===== src/rtl/gpp_pkg.sv =====
// constants and types for the eight-pin port with pin interrupts
// Contract
// RQ1: mask bit n addresses port pin n
// RQ2: pin read returns real pin level
// RQ3: unselected bits of pin read are zero
// RQ4: software ignores bits above the byte
// RQ5: raw and masked interrupt status views
// RQ6: clear resets only selected pending flags
// RQ7: disable masks selected pins' interrupts
// RQ8: enable unmasks selected pins only
// RQ9: six independent wake-up source enables
// RQ10: handler should clear source early
// RQ11: port request holds while enabled flag pends
// RQ12: peripheral config never selects the function
// RQ13: pin modes: input, output, hardware
// RQ14: detect falling, rising, both, low, high
// RQ15: pin write drives selected outputs only
// RQ16: raw flag sets on event, holds
// RQ17: port interrupt is OR of masked flags
package gpp_pkg;
  localparam int GPP_PINS = 8;         // pins per port
  localparam int GPP_WAKE_SRCS = 6;    // wake-up sources
  localparam int GPP_SYNC_STAGES = 3;  // pin synchroniser depth
  // wake-up source bit positions
  localparam int WAKE_SRC_PORT_FIRST = 0;
  localparam int WAKE_SRC_PORT_SECOND = 1;
  localparam int WAKE_SRC_PORT_THIRD = 2;
  localparam int WAKE_SRC_PORT_FOURTH = 3;
  localparam int WAKE_SRC_USB_UNIT = 4;
  localparam int WAKE_SRC_SLEEP_TIMER = 5;
  // reset values
  localparam logic [7:0] GPP_BYTE_RST = 8'h00;
  localparam logic [5:0] GPP_WAKE_RST = 6'h00;
  // pin control modes
  typedef enum logic [1:0] {
    GPP_MODE_IN = 2'b00,
    GPP_MODE_OUT = 2'b01,
    GPP_MODE_HW_CONTROL = 2'b10
  } gpp_mode_t;
  // interrupt detection kinds
  typedef enum logic [2:0] {
    GPP_DET_FALL = 3'b000,
    GPP_DET_RISE = 3'b001,
    GPP_DET_BOTH = 3'b010,
    GPP_DET_LOW = 3'b011,
    GPP_DET_HIGH = 3'b100
  } gpp_det_t;
endpackage : gpp_pkg


===== src/rtl/gpp_sync.sv =====
// three-stage pin synchroniser with agreement filter
`timescale 1ns/100ps
module gpp_sync (
  input wire logic clk_i,
  input wire logic nrst_i,
  input wire logic [gpp_pkg::GPP_PINS-1:0] pin_i,
  output logic [gpp_pkg::GPP_PINS-1:0] level_o
);
  import gpp_pkg::*;
  logic [GPP_PINS-1:0] s1, s2, s3, lvl;       // stages and filtered level
  logic [GPP_PINS-1:0] next_s1, next_s2, next_s3, next_lvl;
  // next values; change accepted when stages two and three agree
  always_comb begin
    next_s1 = pin_i;
    next_s2 = s1;
    next_s3 = s2;
    next_lvl = lvl;
    for (int i = 0; i < GPP_PINS; i++) begin
      if (s2[i] == s3[i]) begin
        next_lvl[i] = s3[i];
      end
    end
  end
  // registers
  always_ff @(posedge clk_i) begin
    if (!nrst_i) begin
      s1 <= GPP_BYTE_RST;
      s2 <= GPP_BYTE_RST;
      s3 <= GPP_BYTE_RST;
      lvl <= GPP_BYTE_RST;
    end else begin
      s1 <= next_s1;
      s2 <= next_s2;
      s3 <= next_s3;
      lvl <= next_lvl;
    end
  end
  assign level_o = lvl;
endmodule : gpp_sync


===== src/rtl/gpp_detect.sv =====
// per-pin interrupt event detector
`timescale 1ns/100ps
module gpp_detect (
  input wire logic clk_i,
  input wire logic nrst_i,
  input wire logic [gpp_pkg::GPP_PINS-1:0] level_i,
  input wire logic [3*gpp_pkg::GPP_PINS-1:0] det_i,
  output logic [gpp_pkg::GPP_PINS-1:0] event_o
);
  import gpp_pkg::*;
  logic [GPP_PINS-1:0] prev;  // level one cycle earlier
  logic [GPP_PINS-1:0] next_prev;
  // event per pin by its detection kind
  genvar g;
  generate
    for (g = 0; g < GPP_PINS; g++) begin : g_pin
      always_comb begin
        case (gpp_det_t'(det_i[3*g +: 3]))
          GPP_DET_FALL: event_o[g] = prev[g] & ~level_i[g]; // RQ14
          GPP_DET_RISE: event_o[g] = ~prev[g] & level_i[g];
          GPP_DET_BOTH: event_o[g] = prev[g] ^ level_i[g];
          GPP_DET_LOW: event_o[g] = ~level_i[g];
          GPP_DET_HIGH: event_o[g] = level_i[g];
          default: event_o[g] = 1'b0;
        endcase
      end
    end
  endgenerate
  // next value
  always_comb begin
    next_prev = level_i;
  end
  // register
  always_ff @(posedge clk_i) begin
    if (!nrst_i) begin
      prev <= GPP_BYTE_RST;
    end else begin
      prev <= next_prev;
    end
  end
endmodule : gpp_detect


===== src/rtl/gpp_port.sv =====
// eight-pin port: pin control, read, write, interrupts, wake enables
`timescale 1ns/100ps
module gpp_port (
  input wire logic clk_i,
  input wire logic nrst_i,
  // pin side
  input wire logic [gpp_pkg::GPP_PINS-1:0] pin_i,
  output logic [gpp_pkg::GPP_PINS-1:0] pin_o,
  output logic [gpp_pkg::GPP_PINS-1:0] pin_oe_o,
  // peripheral side for hardware-controlled pins
  input wire logic [gpp_pkg::GPP_PINS-1:0] hw_out_i,
  input wire logic [gpp_pkg::GPP_PINS-1:0] hw_oe_i,
  output logic [gpp_pkg::GPP_PINS-1:0] hw_in_o,
  // mode set
  input wire logic mode_set_i,
  input wire logic [1:0] mode_val_i,
  // detection kind set
  input wire logic det_set_i,
  input wire logic [2:0] det_val_i,
  // pin write
  input wire logic pin_write_i,
  input wire logic [gpp_pkg::GPP_PINS-1:0] pin_write_val_i,
  // pin read
  input wire logic pin_read_i,
  output logic [gpp_pkg::GPP_PINS-1:0] pin_read_data_o,
  // interrupt mask, clear
  input wire logic int_enable_i,
  input wire logic int_disable_i,
  input wire logic int_clear_i,
  // shared selection mask for all pin and interrupt commands; wake commands use wake_cfg_i
  input wire logic [gpp_pkg::GPP_PINS-1:0] pin_select_mask_i,
  // status
  input wire logic status_view_select_i,
  output logic [gpp_pkg::GPP_PINS-1:0] int_status_o,
  output logic [gpp_pkg::GPP_PINS-1:0] int_raw_o,
  output logic [gpp_pkg::GPP_PINS-1:0] int_mask_o,
  output logic port_irq_o,
  // wake-up enables
  input wire logic wake_enable_i,
  input wire logic wake_disable_i,
  input wire logic [gpp_pkg::GPP_WAKE_SRCS-1:0] wake_cfg_i,
  output logic [gpp_pkg::GPP_WAKE_SRCS-1:0] wake_en_o
);
  import gpp_pkg::*;
  logic [GPP_PINS-1:0] level;           // filtered pin levels
  logic [GPP_PINS-1:0] events;          // detection events
  logic [2*GPP_PINS-1:0] mode;          // two bits per pin
  logic [3*GPP_PINS-1:0] det;           // three bits per pin
  logic [GPP_PINS-1:0] out_data;        // software output latch
  logic [GPP_PINS-1:0] raw;             // raw pending flags
  logic [GPP_PINS-1:0] mask;            // interrupt enables
  logic [GPP_PINS-1:0] rd_data;         // pin read result
  logic [GPP_PINS-1:0] status;          // selected status view
  logic irq;                            // port request
  logic [GPP_PINS-1:0] pin_q, oe_q;     // registered pin drive
  logic [GPP_WAKE_SRCS-1:0] wake;       // wake-up enables
  logic [2*GPP_PINS-1:0] next_mode;
  logic [3*GPP_PINS-1:0] next_det;
  logic [GPP_PINS-1:0] next_out_data, next_raw, next_mask, next_rd_data;
  logic [GPP_PINS-1:0] next_status, next_pin_q, next_oe_q;
  logic next_irq;
  logic [GPP_WAKE_SRCS-1:0] next_wake;

  // pin input synchroniser
  gpp_sync u_sync (
    .clk_i(clk_i),
    .nrst_i(nrst_i),
    .pin_i(pin_i),
    .level_o(level)
  );

  // edge and level detection
  gpp_detect u_detect (
    .clk_i(clk_i),
    .nrst_i(nrst_i),
    .level_i(level),
    .det_i(det),
    .event_o(events)
  );

  // configuration, output latch and pin drive
  always_comb begin
    next_mode = mode;
    next_det = det;
    next_out_data = out_data;
    for (int i = 0; i < GPP_PINS; i++) begin
      // bit i of every mask addresses pin i
      if (pin_select_mask_i[i]) begin // RQ1
        // mode only; function routing lives in the peripheral mux
        if (mode_set_i) begin // RQ12
          next_mode[2*i +: 2] = mode_val_i; // RQ13
        end
        if (det_set_i) begin
          next_det[3*i +: 3] = det_val_i; // RQ14
        end
        // write lands only on software outputs
        if (pin_write_i && gpp_mode_t'(mode[2*i +: 2]) == GPP_MODE_OUT) begin // RQ15
          next_out_data[i] = pin_write_val_i[i];
        end
      end
    end
    // drive per mode
    for (int i = 0; i < GPP_PINS; i++) begin
      case (gpp_mode_t'(next_mode[2*i +: 2]))
        GPP_MODE_OUT: begin // RQ13
          next_pin_q[i] = next_out_data[i];
          next_oe_q[i] = 1'b1;
        end
        GPP_MODE_HW_CONTROL: begin
          next_pin_q[i] = hw_out_i[i];
          next_oe_q[i] = hw_oe_i[i];
        end
        default: begin
          next_pin_q[i] = 1'b0;
          next_oe_q[i] = 1'b0;
        end
      endcase
    end
  end

  // interrupt flags, mask and wake enables
  always_comb begin
    // event set wins over a same-cycle clear
    next_raw = (int_clear_i ? (raw & ~pin_select_mask_i) : raw) | events; // RQ6 RQ16
    next_mask = mask;
    if (int_disable_i) begin
      next_mask = next_mask & ~pin_select_mask_i; // RQ7
    end
    if (int_enable_i) begin
      next_mask = next_mask | pin_select_mask_i; // RQ8
    end
    // views of the flags
    next_status = status_view_select_i ? (next_raw & next_mask) : next_raw; // RQ5
    next_irq = |(next_raw & next_mask); // RQ11 RQ17
    next_wake = wake;
    if (wake_disable_i) begin
      next_wake = next_wake & ~wake_cfg_i; // RQ9
    end
    if (wake_enable_i) begin
      next_wake = next_wake | wake_cfg_i; // RQ9
    end
  end

  // pin read: real level of any selected pin, zero elsewhere
  always_comb begin
    next_rd_data = rd_data;
    if (pin_read_i) begin
      next_rd_data = level & pin_select_mask_i; // RQ2 RQ3
    end
  end

  // registers
  always_ff @(posedge clk_i) begin
    if (!nrst_i) begin
      mode <= '0;
      det <= '0;
      out_data <= GPP_BYTE_RST;
      raw <= GPP_BYTE_RST;
      mask <= GPP_BYTE_RST;
      rd_data <= GPP_BYTE_RST;
      status <= GPP_BYTE_RST;
      irq <= 1'b0;
      pin_q <= GPP_BYTE_RST;
      oe_q <= GPP_BYTE_RST;
      wake <= GPP_WAKE_RST;
    end else begin
      mode <= next_mode;
      det <= next_det;
      out_data <= next_out_data;
      raw <= next_raw;
      mask <= next_mask;
      rd_data <= next_rd_data;
      status <= next_status;
      irq <= next_irq;
      pin_q <= next_pin_q;
      oe_q <= next_oe_q;
      wake <= next_wake;
    end
  end

  // outputs straight from flip-flops
  assign pin_o = pin_q;
  assign pin_oe_o = oe_q;
  assign hw_in_o = level;
  assign pin_read_data_o = rd_data;
  assign int_status_o = status;
  assign int_raw_o = raw;
  assign int_mask_o = mask;
  assign port_irq_o = irq;
  assign wake_en_o = wake;

  // raw flag set by event, held without clear
  property p_raw_hold;
    @(posedge clk_i) disable iff (!nrst_i)
      (events != '0) |=> ((raw & $past(events)) == $past(events));
  endproperty
  a_raw_hold: assert property (p_raw_hold) else $error("raw flag missed event"); // RQ16

  // clear leaves unselected flags alone
  property p_clear_sel;
    @(posedge clk_i) disable iff (!nrst_i)
      int_clear_i |=> ((raw & ~$past(pin_select_mask_i)) ==
        (($past(raw) | $past(events)) & ~$past(pin_select_mask_i)));
  endproperty
  a_clear_sel: assert property (p_clear_sel) else $error("clear touched other pins"); // RQ6

  // clear without event drops selected flags
  property p_clear_drop;
    @(posedge clk_i) disable iff (!nrst_i)
      (int_clear_i && events == '0) |=> ((raw & $past(pin_select_mask_i)) == '0);
  endproperty
  a_clear_drop: assert property (p_clear_drop) else $error("clear did not drop flags"); // RQ6

  // disable masks selected pins
  property p_disable;
    @(posedge clk_i) disable iff (!nrst_i)
      (int_disable_i && !int_enable_i) |=> ((mask & $past(pin_select_mask_i)) == '0);
  endproperty
  a_disable: assert property (p_disable) else $error("disable failed"); // RQ7

  // enable sets selected and keeps others
  property p_enable;
    @(posedge clk_i) disable iff (!nrst_i)
      (int_enable_i && !int_disable_i) |=>
        (mask == ($past(mask) | $past(pin_select_mask_i)));
  endproperty
  a_enable: assert property (p_enable) else $error("enable wrong"); // RQ8

  // request follows masked flags
  property p_irq;
    @(posedge clk_i) disable iff (!nrst_i)
      ##1 (port_irq_o == |(raw & mask));
  endproperty
  a_irq: assert property (p_irq) else $error("port request mismatch"); // RQ11

  // read returns selected levels only
  property p_read;
    @(posedge clk_i) disable iff (!nrst_i)
      pin_read_i |=> (pin_read_data_o == ($past(level) & $past(pin_select_mask_i)));
  endproperty
  a_read: assert property (p_read) else $error("pin read wrong"); // RQ2

  // write to input pin leaves the latch
  property p_write_in;
    @(posedge clk_i) disable iff (!nrst_i)
      pin_write_i && !mode_set_i |=> (out_data & ~oe_q) == ($past(out_data) & ~oe_q);
  endproperty
  a_write_in: assert property (p_write_in) else $error("input pin latch changed"); // RQ15

  // wake enable independence
  property p_wake;
    @(posedge clk_i) disable iff (!nrst_i)
      (wake_enable_i && !wake_disable_i) |=> (wake == ($past(wake) | $past(wake_cfg_i)));
  endproperty
  a_wake: assert property (p_wake) else $error("wake enable wrong"); // RQ9

  // wake disable drops only the chosen sources
  property p_wake_dis;
    @(posedge clk_i) disable iff (!nrst_i)
      (wake_disable_i && !wake_enable_i) |=>
        (wake_en_o == ($past(wake_en_o) & ~$past(wake_cfg_i)));
  endproperty
  a_wake_dis: assert property (p_wake_dis) else $error("wake disable wrong"); // RQ9

  // masked view shows only enabled flags
  property p_view_masked;
    @(posedge clk_i) disable iff (!nrst_i)
      status_view_select_i |=> (int_status_o == (int_raw_o & int_mask_o));
  endproperty
  a_view_masked: assert property (p_view_masked) else $error("masked view wrong"); // RQ5

  // raw view ignores the mask
  property p_view_raw;
    @(posedge clk_i) disable iff (!nrst_i)
      !status_view_select_i |=> (int_status_o == int_raw_o);
  endproperty
  a_view_raw: assert property (p_view_raw) else $error("raw view wrong"); // RQ5

  // request stays up until a clear or a disable
  property p_irq_hold;
    @(posedge clk_i) disable iff (!nrst_i)
      (port_irq_o && !int_clear_i && !int_disable_i) |=> port_irq_o;
  endproperty
  a_irq_hold: assert property (p_irq_hold) else $error("port request dropped"); // RQ11

  // unselected read bits come back zero
  property p_read_zero;
    @(posedge clk_i) disable iff (!nrst_i)
      pin_read_i |=> ((pin_read_data_o & ~$past(pin_select_mask_i)) == '0);
  endproperty
  a_read_zero: assert property (p_read_zero) else $error("unselected read bit set"); // RQ3

  // read result holds until the next read
  property p_read_hold;
    @(posedge clk_i) disable iff (!nrst_i)
      !pin_read_i |=> $stable(pin_read_data_o);
  endproperty
  a_read_hold: assert property (p_read_hold) else $error("read result moved"); // RQ2

  // software output mode drives the selected pins
  property p_oe_out;
    @(posedge clk_i) disable iff (!nrst_i)
      (mode_set_i && mode_val_i == GPP_MODE_OUT) |=>
        ((pin_oe_o & $past(pin_select_mask_i)) == $past(pin_select_mask_i));
  endproperty
  a_oe_out: assert property (p_oe_out) else $error("output pin not driven"); // RQ13

  // software input mode releases the selected pins
  property p_oe_in;
    @(posedge clk_i) disable iff (!nrst_i)
      (mode_set_i && mode_val_i == GPP_MODE_IN) |=>
        ((pin_oe_o & $past(pin_select_mask_i)) == '0);
  endproperty
  a_oe_in: assert property (p_oe_in) else $error("input pin still driven"); // RQ13
endmodule : gpp_port


===== config.mk =====
export PLATFORM = sky130hd
export DESIGN_NAME = gpp_port
export DESIGN_NICKNAME = d
export VERILOG_FILES = /design/src/rtl/gpp_pkg.sv /design/src/rtl/gpp_sync.sv /design/src/rtl/gpp_detect.sv /design/src/rtl/gpp_port.sv
export SDC_FILE = /design/constraint.sdc
export NUM_CORES = 1
export LEC_CHECK = 0
export ABC_AREA = 1
export ABC_CLOCK_PERIOD_IN_PS = 4400
export BUFFER_PORTS_ARGS = -buffer_cell sky130_fd_sc_hd__buf_4
export CAP_MARGIN = 30
export CORE_MARGIN = 5
export CORE_UTILIZATION = 50
export CTS_BUF_LIST = sky130_fd_sc_hd__clkbuf_16
export CTS_CLUSTER_SIZE = 20
export DETAILED_ROUTE_END_ITERATION = 7
export PLACE_DENSITY = 0.8
export SLEW_MARGIN = 20
export SYNTH_ARGS = -nofsm -noshare
export SYNTH_HDL_FRONTEND = slang
export SYNTH_HIERARCHICAL = 1
export SYNTH_SLANG_ARGS = --single-unit

===== constraint.sdc =====
create_clock -name clk_i -period 4.4 [get_ports clk_i]
set_input_delay 0.22 -clock clk_i [delete_from_list [all_inputs] [get_ports clk_i]]
set_output_delay 0.22 -clock clk_i [all_outputs]
set_load 0.1 [all_outputs]

==> flow_metrics.py <==
metrics = {
    "status": {
        "outcome": "finished, final reports clean",
    },
    "clocking": {
        "tritoncts": "built",
        "root_buffer": "clkbuf_16",
        "cts_setup_buffers": 0,
        "cts_sinks": 143,
        "clockBufferDepth": 2,
        "clkLatencyLatePin_ps": 410,
        "clk_pin_slew_ps": 60,
        "htreeDepth": 4,
        "cts-buffers-inserted": 17,
    },
    "pwr": {
        "power_density_nw_per_um2": 434,
        "p_leak_nw": 3.99,
        "vdd_drop_max_mv": 0.300,
    },
    "sta": {
        "timing.final.hold_violations": 0,
        "min_period_over_period_pct": 39.1,
        "worst_pin_slew_ps": 636,
        "rsz0062_at_grt": "no",
        "fin_tns_setup_ps": 0,
        "fin_worst_skew_ps": 4.52,
        "setup_viol": 0,
        "max_freq_mhz": 581,
        "period_minus_slack_ps": 1720,
        "max_slew_margin_pct": 57.6,
        "maxSlewViolCount": 0,
    },
    "floorplanning": {
        "row_count": 40,
        "die_area_um2": 14600,
        "pin_count": 126,
        "core_area_um2": 12000,
        "initial_core_util_pct": 51.2,
        "die_w_um": 121,
        "fp.dieH_um": 121,
    },
    "global_routing": {
        "grt_pass1_vias": 5074,
        "grt_use_met1_pct": 24.5,
        "grt_max_degree": 74,
        "antenna_found_initial": 0,
        "met3_usage_pct": 6.25,
        "grt_overflow": 0,
        "use_met2_pct": 32.9,
        "top_usage_layer": "met2",
        "grt_pass1_wl_um": 23200,
        "grt.total_usage_pct": 19.8,
    },
    "synthesis": {
        "yosys_warnings": 6,
        "avgSynthCellArea_um2": 7.30,
        "syn_area_um2": 6150,
        "syn_inst": 842,
        "ys_seq_area_share_pct": 46.6,
        "synth_nets": 937,
        "netlist-cell-type-count": 21,
        "yosys_register_bits": 143,
    },
    "critical_path": {
        "cp.depth": 10,
        "path_cells": "inv_1 > ha_1 > nand2_1 > nand3_1 > nand2_1 > nand2_1 > nand2_1 > inv_1 > a21oi_1 > a21boi_0",
        "arrival_ps": 2050,
        "cp.buffers_inverters": 2,
        "worst-setup-path-type": "flip-flop to flip-flop",
        "endpoint": "int_status_o[0]",
        "startpoint": "u_sync/level_o[0]",
        "required_ps": 4730,
        "start_kind": "flip-flop",
        "cp_common_cell": "nand2_1",
        "ff2ff_path_depth": 10,
        "r2r-start": "u_sync/level_o[0]",
        "critical_path_peak_fanout": 9,
        "endpoint_kind": "flip-flop",
        "regToRegSetupSlack_ps": 2680,
        "critical-path-top-delay-family": "flip-flops",
        "crit_slowest_cell": "dfxtp_1",
        "reg2reg_to": "int_status_o[0]",
        "max_stage_delay_ps": 500,
    },
    "drt": {
        "first_iter_violations": 570,
        "drt_pass1_iterations": 6,
        "viasPerCell": 4.87,
        "post_drt_wl_per_cell_um": 12.5,
        "drc": 0,
        "num_vias": 5533,
        "wirelength_um": 14200,
        "final_antenna_net_count": 0,
    },
    "layout": {
        "largest-register": "det",
        "area_delta_synth_final_pct": 27.9,
        "fin_nets": 1071,
        "diodes": 0,
        "post-route-util_pct": 65.4,
        "drive_gt1_share_pct": 18.6,
        "top_regs": "det: 24 flops, mode: 16 flops",
        "largest_reg_flops": 24,
    },
    "placement": {
        "port_buffers": 125,
        "gp_congestion": 0.808,
        "hpwlAfterDp_um": 10000,
    },
    "min_path": {
        "hp-start": "hw_oe_i[1]",
        "hold_path_depth": 3,
        "hold_class": "input pin to flip-flop",
    },
    "run": {
        "maxCapViolCount": 0,
    },
}
==> repair_timing <==
action	4_1_cts	5_1_grt
gates resized for setup	0	0
hold endpoints to repair	8	0
setup endpoints to repair	0	0
hold buffers	8	0
==> cells by family (layout without fill, tap and decap cells) <==
family          after synthesis  after routing  share of synthesized area [%]
simple gates                368            368                           24.0
compound gates              127            127                           11.8
buf+inv                     172            318                           11.1
fa+ha+maj                    32             32                           6.51
flops                       143            143                           46.6
==> routing by layer <==
layer  part of all wire, %  routed length (um)
met4                   1.1                 150
met3                   8.0                1130
met2                    48                6800
met1                    43                6090
met5                     0                   0
==> final cells by class <==
type	count	area, um2
Tap cell	147	184
Clock inverter	14	174
Inverter	153	574
Multi-Input combinational cell	527	2600
Sequential cell	143	2860
Fill cell	1033	4150
Timing Repair Buffer	134	1040
Clock buffer	17	425
==> synthesized netlist by cell type <==
cell type  instances  area, um2
a21boi_0           8       60.1
a21oi_1           39        195
a21oi_2            8       70.1
buf_2             12       60.1
buf_4              2       15.0
buf_6              2       22.5
clkbuf_1           3       11.3
dfxtp_1          143       2860
ha_1              32        400
inv_1            144        541
inv_2              9       33.8
nand2_1          225        845
nand2_2            5       31.3
nand3_1           16       80.1
nand4_1           16        100
nor2_1            98        368
o211ai_1           8       60.1
o21ai_0           42        210
o21ai_1           16       80.1
o21ai_2            6       52.6
or2_1              8       50.1
==> how the worst min path moves through the flow <==
stage / to / slack [ps]
2_1_floorplan: u_sync/next_s2[0] / 320
3_3_place_gp: u_sync/next_s3[5] / 390
3_5_place_dp: u_sync/next_s3[7] / 400
4_1_cts: pin_oe_o[7] / 40
5_1_grt: pin_oe_o[5] / 50
6_report: pin_oe_o[1] / 50
==> worst register-to-register path: stages (launching register included) <==
cell and delay (ps):
dfxtp_1 500, inv_1 80, ha_1 290, nand2_1 60
nand3_1 70, nand2_1 70, nand2_1 40, nand2_1 80
inv_1 60, a21oi_1 170, a21boi_0 210
==> power breakdown <==
group | switching, mW | internal (mW) | leakage, nW
Clock | 0.513 | 0.933 | 0.295
Combinational | 0.413 | 0.159 | 2.52
Sequential | 0.0343 | 1.36 | 1.17
Total | 0.961 | 2.45 | 3.99
==> per-stage QoR <==
step	cells	cell area (um2)	hold slack [ps]	worst slack [ps]	power [mW]
floorplan	842	6150	318	2230	1.83
global placement	1095	7160	392	2530	1.98
detailed placement	1095	7160	400	2480	1.99
CTS	1134	7840	40.6	2620	3.44
global route	1135	7860	53.4	2490	3.57
finish	1135	7860	52.3	2680	3.42
==> cell usage in the layout (no fill, tap or decap), drive strengths merged <==
cell type	instances
nand2	230
inv	153
dfxtp	143
buf	126
nor2	98
o21ai	64
a21oi	47
ha	32
clkbuf	17
nand4	16
nand3	16
a21boi	8
o211ai	8
or2	8
dlygate4sd3	8
clkinv	8
bufinv	4
clkinvlp	2
(Power assumes the default switching activity.)
